$ cat src/include/pma_pkg.sv
package pma_pkg;

  // Byte-register addresses of the management path inside the device.
  localparam logic [7:0] PMA_ADR_PHY_REG_SELECT = 8'h14;
  localparam logic [7:0] PMA_ADR_WRITE_DATA_LOW = 8'h16;
  localparam logic [7:0] PMA_ADR_WRITE_DATA_HIGH = 8'h17;
  localparam logic [7:0] PMA_ADR_MGMT_COMMAND = 8'h12;
  localparam logic [7:0] PMA_ADR_MGMT_STATE = 8'h0a;
  localparam logic [7:0] PMA_ADR_READ_DATA_LOW = 8'h18;
  localparam logic [7:0] PMA_ADR_READ_DATA_HIGH = 8'h19;

  // Field positions and values.
  localparam int PMA_CMD_SINGLE_READ_BIT = 0;
  localparam int PMA_CMD_SCAN_BIT = 1;
  localparam int PMA_STATE_BUSY_BIT = 0;
  localparam int PMA_STATE_INVALID_BIT = 2;
  localparam logic [7:0] PMA_CMD_IDLE = 8'h00;
  localparam logic [7:0] PMA_CMD_READ = 8'h01 << PMA_CMD_SINGLE_READ_BIT;
  localparam logic [7:0] PMA_CMD_SCAN = 8'h01 << PMA_CMD_SCAN_BIT;
  localparam int PMA_PHY_ADDR_W = 5;
  localparam logic [15:0] PMA_DATA_RESET = 16'h0000;

  // Management transaction time, rounded up to whole clock cycles.
  localparam real PMA_OP_TIME_US = 10.24;
  localparam real PMA_CLK_PERIOD_NS = 10.0;
  localparam int PMA_OP_CYC = int'($ceil(PMA_OP_TIME_US * 1000.0 / PMA_CLK_PERIOD_NS - 0.001));
  localparam int PMA_TMR_W = 11;
  localparam logic [PMA_TMR_W-1:0] PMA_OP_CYC_W = PMA_OP_CYC[PMA_TMR_W-1:0];

  typedef enum logic [2:0] {
    PMA_OP_WRITE = 3'h0,
    PMA_OP_READ = 3'h1,
    PMA_OP_MODIFY = 3'h2,
    PMA_OP_SCAN_START = 3'h3,
    PMA_OP_SCAN_STOP = 3'h4,
    PMA_OP_SAMPLE = 3'h5
  } pma_op_e;

  typedef enum logic [11:0] {
    PMA_ST_IDLE = 12'h001,
    PMA_ST_SEL = 12'h002,
    PMA_ST_WLO = 12'h004,
    PMA_ST_WHI = 12'h008,
    PMA_ST_CMD = 12'h010,
    PMA_ST_WAIT = 12'h020,
    PMA_ST_POLL = 12'h040,
    PMA_ST_CLR = 12'h080,
    PMA_ST_RLO = 12'h100,
    PMA_ST_RHI = 12'h200,
    PMA_ST_RLO2 = 12'h400,
    PMA_ST_DONE = 12'h800
  } pma_state_e;

endpackage

$ cat src/include/pma_if.sv
`timescale 1ns/1ps
interface pma_byte_if;
  logic req;
  logic we;
  logic [7:0] addr;
  logic [7:0] wdata;
  logic done;
  logic [7:0] rdata;
  modport master(output req, output we, output addr, output wdata, input done, input rdata);
  modport slave(input req, input we, input addr, input wdata, output done, output rdata);
endinterface

interface pma_tmr_if;
  logic start;
  logic expire;
  modport ctl(output start, input expire);
  modport tmr(input start, output expire);
endinterface

$ cat src/rtl/pma_byte_port.sv
`timescale 1ns/1ps
module pma_byte_port (
  // Clock and reset
  input wire logic mclk,
  input wire logic sys_rst,
  // Sequencer side
  pma_byte_if.slave acc,
  // Device byte-register port
  output logic devReq,
  output logic devWe,
  output logic [7:0] devAddr,
  output logic [7:0] devWdata,
  input wire logic devAck,
  input wire logic [7:0] devRdata
);

  // A request is held until the device acknowledges; a new one is only taken while idle.
  always_ff @(posedge mclk or posedge sys_rst) begin
    if (sys_rst) begin
      devReq <= 1'b0;
      devWe <= 1'b0;
      devAddr <= 8'h00;
      devWdata <= 8'h00;
    end else if (!devReq && acc.req) begin
      devReq <= 1'b1;
      devWe <= acc.we;
      devAddr <= acc.addr;
      devWdata <= acc.wdata;
    end else if (devAck) begin
      devReq <= 1'b0;
    end
  end

  always_ff @(posedge mclk or posedge sys_rst) begin
    if (sys_rst) begin
      acc.done <= 1'b0;
      acc.rdata <= 8'h00;
    end else begin
      acc.done <= devReq && devAck;
      if (devReq && devAck && !devWe) begin
        acc.rdata <= devRdata;
      end
    end
  end

endmodule // pma_byte_port

$ cat src/rtl/pma_wait_timer.sv
`timescale 1ns/1ps
module pma_wait_timer (
  // Clock and reset
  input wire logic mclk,
  input wire logic sys_rst,
  // Sequencer side
  pma_tmr_if.tmr t
);

  logic [pma_pkg::PMA_TMR_W-1:0] count_r;

  always_ff @(posedge mclk or posedge sys_rst) begin
    if (sys_rst) begin
      count_r <= '0;
    end else if (t.start) begin
      count_r <= pma_pkg::PMA_OP_CYC_W;
    end else if (count_r != '0) begin
      count_r <= count_r - 1'b1;
    end
  end

  always_ff @(posedge mclk or posedge sys_rst) begin
    if (sys_rst) begin
      t.expire <= 1'b0;
    end else begin
      t.expire <= (count_r == {{(pma_pkg::PMA_TMR_W-1){1'b0}}, 1'b1}) && !t.start;
    end
  end

endmodule // pma_wait_timer

$ cat src/rtl/pma_phy_mgmt_host.sv
`timescale 1ns/1ps
// Notes on behaviour
// - Partial updates are done as read, modify, then full write back.
// - The PHY register address is loaded into select before any write.
// - Low data byte goes to write-data low, high byte to write-data high.
// - Writing the high byte launches the write, so it always comes last.
// - No scan or single read is requested while a write is busy.
// - Scan: load address, set scan request; device starts and shows busy.
// - Two read-data bytes fetched during a scan may come from different samples.
// - During a scan no write launch and no single read is requested.
// - Cancel a scan by clearing scan request, then poll busy until clear.
// - After cancelling, wait for busy clear before any new operation.
// - Single read request starts a read; busy clears once data is obtained.
// - After a single read, clear the request bit then read both bytes.
module pma_phy_mgmt_host (
  // Clock and reset
  input wire logic mclk,
  input wire logic sys_rst,
  // User command port
  input wire logic cmdValid,
  output logic cmdReady,
  input wire logic [2:0] cmdOp,
  input wire logic [4:0] cmdAddr,
  input wire logic [15:0] cmdData,
  input wire logic [15:0] cmdMask,
  // User response port
  output logic rspValid,
  output logic rspRefused,
  output logic [15:0] rspData,
  output logic scanActive,
  output logic busy,
  // Device byte-register port
  output logic devReq,
  output logic devWe,
  output logic [7:0] devAddr,
  output logic [7:0] devWdata,
  input wire logic devAck,
  input wire logic [7:0] devRdata
);

  pma_byte_if byteBus ();
  pma_tmr_if tmrBus ();

  pma_pkg::pma_state_e state_r;
  pma_pkg::pma_state_e state_nxt;
  pma_pkg::pma_op_e op_r;
  pma_pkg::pma_op_e cmdOpE;
  logic [pma_pkg::PMA_PHY_ADDR_W-1:0] addr_r;
  logic [15:0] data_r;
  logic [15:0] mask_r;
  logic [7:0] lo_r;
  logic [7:0] hi_r;
  logic pend_r;
  logic modPhase_r;
  logic scanActive_r;
  logic rspValid_r;
  logic rspRefused_r;
  logic [15:0] rspData_r;
  logic busState;
  logic kickAcc;
  logic kickTmr;
  logic stepDone;
  logic cmdLegal;
  logic cmdAccept;
  logic pollClear;
  logic [15:0] readWord;

  pma_byte_port u_byte_port (
    .mclk(mclk),
    .sys_rst(sys_rst),
    .acc(byteBus.slave),
    .devReq(devReq),
    .devWe(devWe),
    .devAddr(devAddr),
    .devWdata(devWdata),
    .devAck(devAck),
    .devRdata(devRdata)
  );

  pma_wait_timer u_wait_timer (
    .mclk(mclk),
    .sys_rst(sys_rst),
    .t(tmrBus.tmr)
  );

  assign cmdOpE = pma_pkg::pma_op_e'(cmdOp);

  // Operations that launch a transaction are only taken with no scan running; scan-only ones need one.
  always_comb begin
    case (cmdOpE)
      pma_pkg::PMA_OP_WRITE,
      pma_pkg::PMA_OP_READ,
      pma_pkg::PMA_OP_MODIFY,
      pma_pkg::PMA_OP_SCAN_START: cmdLegal = !scanActive_r;
      pma_pkg::PMA_OP_SCAN_STOP,
      pma_pkg::PMA_OP_SAMPLE: cmdLegal = scanActive_r;
      default: cmdLegal = 1'b0;
    endcase
  end

  // The sequencer runs one operation at a time; during a scan only stop and sample reach the busy device.
  assign cmdReady = (state_r == pma_pkg::PMA_ST_IDLE);
  assign cmdAccept = cmdValid && cmdReady && cmdLegal;

  assign busState = (state_r != pma_pkg::PMA_ST_IDLE) && (state_r != pma_pkg::PMA_ST_WAIT) &&
                    (state_r != pma_pkg::PMA_ST_DONE);
  assign kickAcc = busState && !pend_r;
  assign kickTmr = (state_r == pma_pkg::PMA_ST_WAIT) && !pend_r;
  assign stepDone = busState ? byteBus.done : ((state_r == pma_pkg::PMA_ST_WAIT) && tmrBus.expire);
  assign tmrBus.start = kickTmr;
  assign readWord = {byteBus.rdata, lo_r};

  // A scan start waits for the first result; write, read, modify and scan stop wait for busy to drop.
  assign pollClear = (op_r == pma_pkg::PMA_OP_SCAN_START) ?
                     !byteBus.rdata[pma_pkg::PMA_STATE_INVALID_BIT] :
                     !byteBus.rdata[pma_pkg::PMA_STATE_BUSY_BIT];

  // Byte access issued by each bus state.
  always_comb begin
    byteBus.req = kickAcc;
    byteBus.we = 1'b1;
    byteBus.addr = pma_pkg::PMA_ADR_MGMT_STATE;
    byteBus.wdata = 8'h00;
    case (state_r)
      pma_pkg::PMA_ST_SEL: begin
        byteBus.addr = pma_pkg::PMA_ADR_PHY_REG_SELECT;
        byteBus.wdata = {3'h0, addr_r};
      end
      pma_pkg::PMA_ST_WLO: begin
        byteBus.addr = pma_pkg::PMA_ADR_WRITE_DATA_LOW;
        byteBus.wdata = data_r[7:0];
      end
      pma_pkg::PMA_ST_WHI: begin
        byteBus.addr = pma_pkg::PMA_ADR_WRITE_DATA_HIGH;
        byteBus.wdata = data_r[15:8];
      end
      pma_pkg::PMA_ST_CMD: begin
        byteBus.addr = pma_pkg::PMA_ADR_MGMT_COMMAND;
        byteBus.wdata = (op_r == pma_pkg::PMA_OP_SCAN_START) ? pma_pkg::PMA_CMD_SCAN :
                        pma_pkg::PMA_CMD_READ;
      end
      pma_pkg::PMA_ST_CLR: begin
        byteBus.addr = pma_pkg::PMA_ADR_MGMT_COMMAND;
        byteBus.wdata = pma_pkg::PMA_CMD_IDLE;
      end
      pma_pkg::PMA_ST_POLL: begin
        byteBus.we = 1'b0;
      end
      pma_pkg::PMA_ST_RLO,
      pma_pkg::PMA_ST_RLO2: begin
        byteBus.we = 1'b0;
        byteBus.addr = pma_pkg::PMA_ADR_READ_DATA_LOW;
      end
      pma_pkg::PMA_ST_RHI: begin
        byteBus.we = 1'b0;
        byteBus.addr = pma_pkg::PMA_ADR_READ_DATA_HIGH;
      end
      default: begin
        byteBus.req = 1'b0;
      end
    endcase
  end

  always_comb begin
    state_nxt = state_r;
    case (state_r)
      pma_pkg::PMA_ST_IDLE: begin
        if (cmdAccept) begin
          case (cmdOpE)
            pma_pkg::PMA_OP_SCAN_STOP: state_nxt = pma_pkg::PMA_ST_CLR;
            pma_pkg::PMA_OP_SAMPLE: state_nxt = pma_pkg::PMA_ST_RLO;
            default: state_nxt = pma_pkg::PMA_ST_SEL;
          endcase
        end
      end
      pma_pkg::PMA_ST_SEL: begin
        if (stepDone) begin
          state_nxt = (op_r == pma_pkg::PMA_OP_WRITE) ? pma_pkg::PMA_ST_WLO : pma_pkg::PMA_ST_CMD;
        end
      end
      pma_pkg::PMA_ST_WLO: begin
        if (stepDone) begin
          state_nxt = pma_pkg::PMA_ST_WHI;
        end
      end
      pma_pkg::PMA_ST_WHI,
      pma_pkg::PMA_ST_CMD: begin
        if (stepDone) begin
          state_nxt = pma_pkg::PMA_ST_WAIT;
        end
      end
      pma_pkg::PMA_ST_WAIT: begin
        if (stepDone) begin
          state_nxt = pma_pkg::PMA_ST_POLL;
        end
      end
      pma_pkg::PMA_ST_POLL: begin
        // Polling repeats until the flag clears; the device guarantees it does.
        if (stepDone && pollClear) begin
          case (op_r)
            pma_pkg::PMA_OP_READ: state_nxt = pma_pkg::PMA_ST_CLR;
            pma_pkg::PMA_OP_MODIFY: state_nxt = modPhase_r ? pma_pkg::PMA_ST_DONE : pma_pkg::PMA_ST_CLR;
            default: state_nxt = pma_pkg::PMA_ST_DONE;
          endcase
        end
      end
      pma_pkg::PMA_ST_CLR: begin
        if (stepDone) begin
          state_nxt = (op_r == pma_pkg::PMA_OP_SCAN_STOP) ? pma_pkg::PMA_ST_POLL : pma_pkg::PMA_ST_RLO;
        end
      end
      pma_pkg::PMA_ST_RLO: begin
        if (stepDone) begin
          state_nxt = pma_pkg::PMA_ST_RHI;
        end
      end
      pma_pkg::PMA_ST_RHI: begin
        if (stepDone) begin
          case (op_r)
            pma_pkg::PMA_OP_MODIFY: state_nxt = pma_pkg::PMA_ST_WLO;
            pma_pkg::PMA_OP_SAMPLE: state_nxt = pma_pkg::PMA_ST_RLO2;
            default: state_nxt = pma_pkg::PMA_ST_DONE;
          endcase
        end
      end
      pma_pkg::PMA_ST_RLO2: begin
        // A refresh may land between the two byte reads, so the pair is only kept once low is stable.
        if (stepDone) begin
          state_nxt = (byteBus.rdata != lo_r) ? pma_pkg::PMA_ST_RHI : pma_pkg::PMA_ST_DONE;
        end
      end
      pma_pkg::PMA_ST_DONE: begin
        state_nxt = pma_pkg::PMA_ST_IDLE;
      end
      default: begin
        state_nxt = pma_pkg::PMA_ST_IDLE;
      end
    endcase
  end

  always_ff @(posedge mclk or posedge sys_rst) begin
    if (sys_rst) begin
      state_r <= pma_pkg::PMA_ST_IDLE;
    end else begin
      state_r <= state_nxt;
    end
  end

  always_ff @(posedge mclk or posedge sys_rst) begin
    if (sys_rst) begin
      pend_r <= 1'b0;
    end else if (stepDone) begin
      pend_r <= 1'b0;
    end else if (kickAcc || kickTmr) begin
      pend_r <= 1'b1;
    end
  end

  // Captured command; the modify path replaces the stored word with the merged result.
  always_ff @(posedge mclk or posedge sys_rst) begin
    if (sys_rst) begin
      op_r <= pma_pkg::PMA_OP_WRITE;
      addr_r <= '0;
      data_r <= pma_pkg::PMA_DATA_RESET;
      mask_r <= pma_pkg::PMA_DATA_RESET;
      modPhase_r <= 1'b0;
    end else if (cmdAccept) begin
      op_r <= cmdOpE;
      addr_r <= cmdAddr;
      data_r <= cmdData;
      mask_r <= cmdMask;
      modPhase_r <= 1'b0;
    end else if (state_r == pma_pkg::PMA_ST_RHI && stepDone && op_r == pma_pkg::PMA_OP_MODIFY) begin
      data_r <= (readWord & ~mask_r) | (data_r & mask_r);
      modPhase_r <= 1'b1;
    end
  end

  always_ff @(posedge mclk or posedge sys_rst) begin
    if (sys_rst) begin
      lo_r <= 8'h00;
      hi_r <= 8'h00;
    end else if (stepDone) begin
      if (state_r == pma_pkg::PMA_ST_RLO || state_r == pma_pkg::PMA_ST_RLO2) begin
        lo_r <= byteBus.rdata;
      end
      if (state_r == pma_pkg::PMA_ST_RHI) begin
        hi_r <= byteBus.rdata;
      end
    end
  end

  // Scan state follows completed start and stop operations only.
  always_ff @(posedge mclk or posedge sys_rst) begin
    if (sys_rst) begin
      scanActive_r <= 1'b0;
    end else if (state_r == pma_pkg::PMA_ST_DONE) begin
      if (op_r == pma_pkg::PMA_OP_SCAN_START) begin
        scanActive_r <= 1'b1;
      end else if (op_r == pma_pkg::PMA_OP_SCAN_STOP) begin
        scanActive_r <= 1'b0;
      end
    end
  end

  always_ff @(posedge mclk or posedge sys_rst) begin
    if (sys_rst) begin
      rspValid_r <= 1'b0;
      rspRefused_r <= 1'b0;
      rspData_r <= pma_pkg::PMA_DATA_RESET;
    end else begin
      rspValid_r <= (state_r == pma_pkg::PMA_ST_DONE);
      rspRefused_r <= cmdValid && cmdReady && !cmdLegal;
      if (state_r == pma_pkg::PMA_ST_DONE) begin
        case (op_r)
          pma_pkg::PMA_OP_READ,
          pma_pkg::PMA_OP_SAMPLE: rspData_r <= {hi_r, lo_r};
          pma_pkg::PMA_OP_WRITE,
          pma_pkg::PMA_OP_MODIFY: rspData_r <= data_r;
          default: rspData_r <= pma_pkg::PMA_DATA_RESET;
        endcase
      end
    end
  end

  assign rspValid = rspValid_r;
  assign rspRefused = rspRefused_r;
  assign rspData = rspData_r;
  assign scanActive = scanActive_r;
  assign busy = !cmdReady;

endmodule // pma_phy_mgmt_host

$ cat config.mk
export PLATFORM = sky130hd
export DESIGN_NAME = pma_phy_mgmt_host
export DESIGN_NICKNAME = d
export VERILOG_FILES = /design/src/include/pma_pkg.sv /design/src/include/pma_if.sv /design/src/rtl/pma_byte_port.sv /design/src/rtl/pma_wait_timer.sv /design/src/rtl/pma_phy_mgmt_host.sv
export SDC_FILE = /design/constraint.sdc
export NUM_CORES = 1
export LEC_CHECK = 0
export BUFFER_PORTS_ARGS = -buffer_cell sky130_fd_sc_hd__buf_4
export CORE_UTILIZATION = 40
export CTS_CLUSTER_DIAMETER = 150
export DETAILED_ROUTE_END_ITERATION = 8
export GPL_TIMING_DRIVEN = 0
export PLACE_DENSITY = 0.59
export SLEW_MARGIN = 10
export SYNTH_ARGS = -nofsm -noshare
export SYNTH_HDL_FRONTEND = slang
export SYNTH_SLANG_ARGS = --single-unit
$ cat constraint.sdc
create_clock -name mclk -period 4.5 [get_ports mclk]
set_clock_uncertainty 0.1 [all_clocks]
set_input_delay 0.9 -clock mclk [delete_from_list [all_inputs] [get_ports mclk]]
set_output_delay 0.9 -clock mclk [all_outputs]
set_load 0.02 [all_outputs]
# Yosys cells after proc, flatten, opt, wreduce, memory -nomap -nowiden
# Cells that the tools add are included.
dict set report word_totals {
  ff_bits 128
  out_inout_bits 39
}
dict set report op_classes {
  n_addsub 1
  eq_ne 37
  n_mux 39
  bitwise 4
  reduce_logical 47
}
# op count
set ops {}
lappend ops {{12-bit two-way mux} 12}
lappend ops {{12-bit case mux with 10 select lines} 1}
lappend ops {{12-bit case mux with 2 select lines} 2}
lappend ops {{16-bit AND} 2}
lappend ops {{16-bit two-way mux} 2}
lappend ops {{16-bit case mux with 2 select lines} 1}
lappend ops {{8-bit case mux with 4 select lines} 1}
lappend ops {{5-bit case mux with 6 select lines} 1}
lappend ops {{11-bit two-way mux} 2}
lappend ops {{2-bit inequality test, second input constant} 9}
lappend ops {{9-bit case mux with 2 select lines} 1}
lappend ops {{16-bit inverter} 1}
lappend ops {{16-bit OR} 1}
lappend ops {{1-bit logical AND} 15}
lappend ops {{12-bit by 1-bit equality test with 1-bit output, second input constant} 1}
lappend ops {{12-bit by 10-bit equality test with 1-bit output, second input constant} 1}
lappend ops {{12-bit by 11-bit equality test with 1-bit output, second input constant} 1}
lappend ops {{12-bit equality test, second input constant} 1}
lappend ops {{12-bit by 2-bit equality test with 1-bit output, second input constant} 1}
lappend ops {{12-bit by 3-bit equality test with 1-bit output, second input constant} 1}
lappend ops {{12-bit by 4-bit equality test with 1-bit output, second input constant} 1}
lappend ops {{12-bit by 5-bit equality test with 1-bit output, second input constant} 1}
lappend ops {{12-bit by 6-bit equality test with 1-bit output, second input constant} 1}
lappend ops {{12-bit by 7-bit equality test with 1-bit output, second input constant} 1}
lappend ops {{other kinds (27)} 67}

# Depth between registers and ports, before layout
dict set report depth {
  depth_word 8
  ltp_mapped 10
}

# Cells and area by module
# From an unflattened synthesis, not the netlist that was laid out.
dict set report hier_totals {
  hier_cells 624
  area_unflattened_um2 6362.4
}
# mod n_inst cells_per_inst area_each_um2 seq_area_each_um2
set modules_own_cells {}
lappend modules_own_cells {pma_phy_mgmt_host 1 499 4650.7 2228.4}
lappend modules_own_cells {pma_byte_port 1 60 1061.0 675.6}
lappend modules_own_cells {pma_wait_timer 1 65 650.6 300.3}

# Worst setup path before layout
# Ideal clock, no wire load.
dict set report synth_timing {
  path_kind {register to output}
  startpoint {reg state_r[5]}
  endpoint {out cmdReady}
  arrival_time_ns 1.782
  setup_slack_ns 1.718
  path_stages_with_launch 6
  n_path_buf 1
  path_cell_list {dfrtp_1 -> buf_6 -> or4_4 -> nor3_1 -> nand3b_1 -> inv_2}
}
dict set report synth_via {
  elab_chain_cells 1
}
# element line_no
set synth_rtl {}
lappend synth_rtl {{from (decl)} pma_phy_mgmt_host.sv:44} ;# pma_pkg::pma_state_e state_r;
lappend synth_rtl {{from (signal assigned)} pma_phy_mgmt_host.sv:243} ;# state_r <= pma_pkg::PMA_ST_IDLE;
lappend synth_rtl {{from (signal assigned)} pma_phy_mgmt_host.sv:245} ;# state_r <= state_nxt;
lappend synth_rtl {{12-bit by 1-bit equality test with 1-bit output} pma_phy_mgmt_host.sv:102} ;# assign cmdReady = (state_r == pma_pkg::PMA_ST_IDLE);
lappend synth_rtl {{to (decl)} pma_phy_mgmt_host.sv:21} ;# output logic cmdReady,
# No other way between the ends.

# Worst setup path after layout
dict set report layout_timing {
  startpoint {reg state_r[6]}
  endpoint {out cmdReady}
}
# The elaborated chain is that of the path after synthesis.

==> results.txt <==
The flow ran to the end, and the final reports show no timing, DRC or antenna violations. The relative slew slack came out at 0.298. Prior to clock tree synthesis, the placed netlist has a worst setup slack of 1.40 ns.

The kind of path behind the tightest hold check was input pin to async pin. Data arrives at the worst endpoint at 2.32 ns. Share of layout cells above drive strength 1: 0.258. Routability-driven placement finished with a final weighted congestion of 0.821. The run gives 1.32 ns as the register-to-register setup slack. The start-to-end type of the worst setup path was flop to output port.

The transition time at the pin with the least slew margin is 1.05 ns, and the number of clock buffers inserted by TritonCTS is 17. For the wire length of the first global-routing pass, the log shows 26400 µm. In the final layout, the multi-input gates occupy 0.00277 mm². The power density over cell area was 609 mW/mm²; the critical path data required time was 3.50 ns. In this run the worst setup path terminates at cmdReady.

Count of antenna diodes in the layout: 0. The peak per-stage delay on the critical path works out to 0.57 ns. The critical path endpoint category was an output port.

The die is 126 µm tall. The average routed wire per standard cell is 18.3 µm, and the cell area after synthesis is 0.00615 mm². The run gives 0 as the count of final hold-check violations. The share of async-settable or async-resettable flops after synthesis is 1.00.

The net count of the finished layout is 772, and the total number of clock tree sinks is 125. TritonCTS built the clock tree. The starting utilization of the core area was 0.417. The die covers 0.0159 mm². The overall track demand over capacity in global routing is 0.221.

Post-layout worst setup margin: 1.18 ns. Summed over all layers, the routed wires come to 16700 µm. After floorplanning, the core was divided into 44 placement rows.

The footprint of the flip-flops and latches is 0.00313 mm². After detailed routing, the number of vias per cell comes to 5.50. The pin count of the biggest net entering global routing is 85. In this run the worst path has a maximum fanout of 8.

For the highest achievable clock rate, the log shows 301 MHz. Global-route congestion overflow total: 0. The logs give 0.519 for the core occupancy in the finished layout and 0 for the count of final setup violators. The detailed router finished its first iteration with 438 violations.

Input and output buffers added on the ports amount to 87. Counting every instance in the synthesized netlist gives 608. After clock tree synthesis, the setup repair step added 0 buffers.

The tools report the initial antenna violation count as 0. After clock tree synthesis, the clock-pin slew on the worst setup and hold paths is 0.06 ns. Measured in cells, the most critical reg-to-reg path has a length of 6. The run gives 0 as the final antenna-violating net count. The cell at the root of the clock tree was clkbuf_16. The max-cap check violation count is 0, and the mean post-synth cell area is 10.1 µm². The share of the cycle needed by the critical path after routing was 0.738.

Once detailed placement completed, the half-perimeter wirelength came to 12200 µm. The leakage power figure is 3.53 nW. The portion of the post-synthesis area used by sequential elements is 0.509. The routed design could run at a clock period as short as 3.32 ns. The worst-case IR drop observed on VDD is 0.301 mV.

Maximum level of the CTS H-tree: 4. Hold repair after CTS inserted 0 buffers. Among all flip-flop cells after synthesis, the most frequent one is dfrtp_1. Clock latency on the worst-skew pair, taken at its later pin, is 0.43 ns. Counting flops and latches in the post-synthesis netlist gives 125. The relative area change from synthesis to final layout came out at 24.6%. Setup repair after global routing left no endpoint under its margin. The count of unique library cells instantiated by Yosys came out at 71.

The first detailed-routing pass ran for 6 iterations. The via count was 5030. In the routed design, unresolved DRC markers number 0. The signal on the critical path passes through clkbuf_1 -> or4_4 -> nor3_1 -> nand3b_1 -> inv_2 -> buf_4. Post-CTS repair changed the size of 0 cells.

The layout has 1390 filler cells. The slowest stage of the critical path is the or4_4 cell. In this run the deepest clock path goes through 2 buffers.

The worst register-to-register path begins at state_r[9]$_DFFE_PP0P_. In this run the count of I/O pins placed on the die edge is 91. For the area inside the core boundary, the log shows 0.0148 mm². The worst register-to-register path ends at lo_r[0]$_DFFE_PP0P_. Number of global-route vias before repair: 4889. Hold is met by 0.378 ns. The number of max-slew violations in the final report came out at 0.

The die width was 126 µm. During synthesis, Yosys emitted a total of 0 warnings. The worst setup path is launched from a flop. The most critical setup path has its startpoint at state_r[6]$_DFFE_PP0P_. Power comes to 0.00466 W. Counting flops with a built-in enable in the synthesized netlist gives 0.
[through the flow]
stage               instances  instance area (µm²)  TNS (ns)
floorplan                 610                 6150         0
global placement          881                 7040   -159.46
CTS                       914                 7660         0
detailed placement        882                 7070         0
finish                    914                 7660         0
global route              914                 7660         0
[Yosys cell counts (3+ instances only)]
| cell | number | area, µm² |
|---|---|---|
| dfrtp_1 | 124 | 3100 |
| nand2_1 | 113 | 424 |
| o21ai_0 | 53 | 265 |
| nor2_1 | 42 | 158 |
| clkbuf_1 | 24 | 90.1 |
| mux2_2 | 23 | 259 |
| a22oi_1 | 21 | 158 |
| inv_1 | 17 | 63.8 |
| a31oi_1 | 14 | 87.6 |
| xnor2_1 | 12 | 105 |
| buf_2 | 10 | 50.1 |
| or3b_1 | 10 | 87.6 |
| xor2_1 | 9 | 78.8 |
| a21oi_1 | 8 | 40.0 |
| mux2_4 | 7 | 105 |
| nand3b_1 | 6 | 45.0 |
| or3_1 | 6 | 37.5 |
| nand2b_1 | 5 | 31.3 |
| nor2b_1 | 5 | 31.3 |
| nor3_1 | 5 | 25.0 |
| nor4b_1 | 5 | 43.8 |
| o31ai_1 | 5 | 37.5 |
| and3_1 | 4 | 25.0 |
| nand4_1 | 4 | 25.0 |
| a221oi_1 | 3 | 26.3 |
| a222oi_1 | 3 | 30.0 |
| buf_4 | 3 | 22.5 |
| ha_1 | 3 | 37.5 |
| mux2i_1 | 3 | 30.0 |
| nand3_1 | 3 | 15.0 |
| o21a_1 | 3 | 22.5 |
| o22a_1 | 3 | 26.3 |
| or3b_2 | 3 | 26.3 |
[power by group]
| group | switching, W | leakage [nW] | internal (W) |
|---|---|---|---|
| sequential | 0.000259 | 1.62 | 0.00141 |
| clock | 0.000523 | 0.286 | 0.000845 |
| combinational | 0.000981 | 1.63 | 0.000646 |
| total | 0.00176 | 3.53 | 0.00290 |
[layout make-up]
class,count,share of cell area
Sequential cell,125,0.409
Buffer,39,0.0242
Inverter,18,0.00947
Clock buffer,19,0.0591
Tap cell,184,0.0301
Timing Repair Buffer,88,0.0889
Multi-Input combinational cell,428,0.362
Clock inverter,13,0.0180
[worst min path at each step]
stage	end	slack, ns
after CTS	addr_r[2]$_DFFE_PP0P_	0.38
after global placement	addr_r[2]$_DFFE_PP0P_	0.36
final	lo_r[3]$_DFFE_PP0P_	0.38
after floorplan	addr_r[4]$_DFFE_PP0P_	0.34
after detailed placement	addr_r[2]$_DFFE_PP0P_	0.37
after global routing	addr_r[4]$_DFFE_PP0P_	0.40
[placed cells by master (no fill, tap or decap), types with 14 or more instances in the layout]
cell       instances
clkbuf_1          24
nand2_1          113
nor2_1            42
o21ai_0           53
a22oi_1           21
mux2_2            23
dfrtp_1          124
a31oi_1           14
clkbuf_16         17
buf_4             90
inv_1             16
[kinds of logic after synthesis]
logic type | count (synthesis) | share of synthesized area
xor+xnor | 21 | 0.0299
mux | 34 | 0.0678
simple gates | 235 | 0.199
flops | 125 | 0.509
other cells | 1 | 0.000610
buf+inv | 57 | 0.0411
compound gates | 132 | 0.146
fa+ha+maj | 3 | 0.00611
[worst max-delay path: cells and delay by family, from the launching register on]
family | cells | cell delay [ns]
buffers and inverters | 3 | 0.55
and+or+nand+nor | 3 | 0.99
DFF | 1 | 0.36
[layer usage]
metal	up-vias	part of all wire	GRT usage	routed length (µm)
met5	-	0	0	0
met4	0	0.019	0.0921	316
met3	24	0.051	0.0387	852
met2	145	0.47	0.334	7800
met1	2498	0.46	0.313	7730
li1	2363	-	-	-
Note: power is estimated with default switching activity, not from simulation.
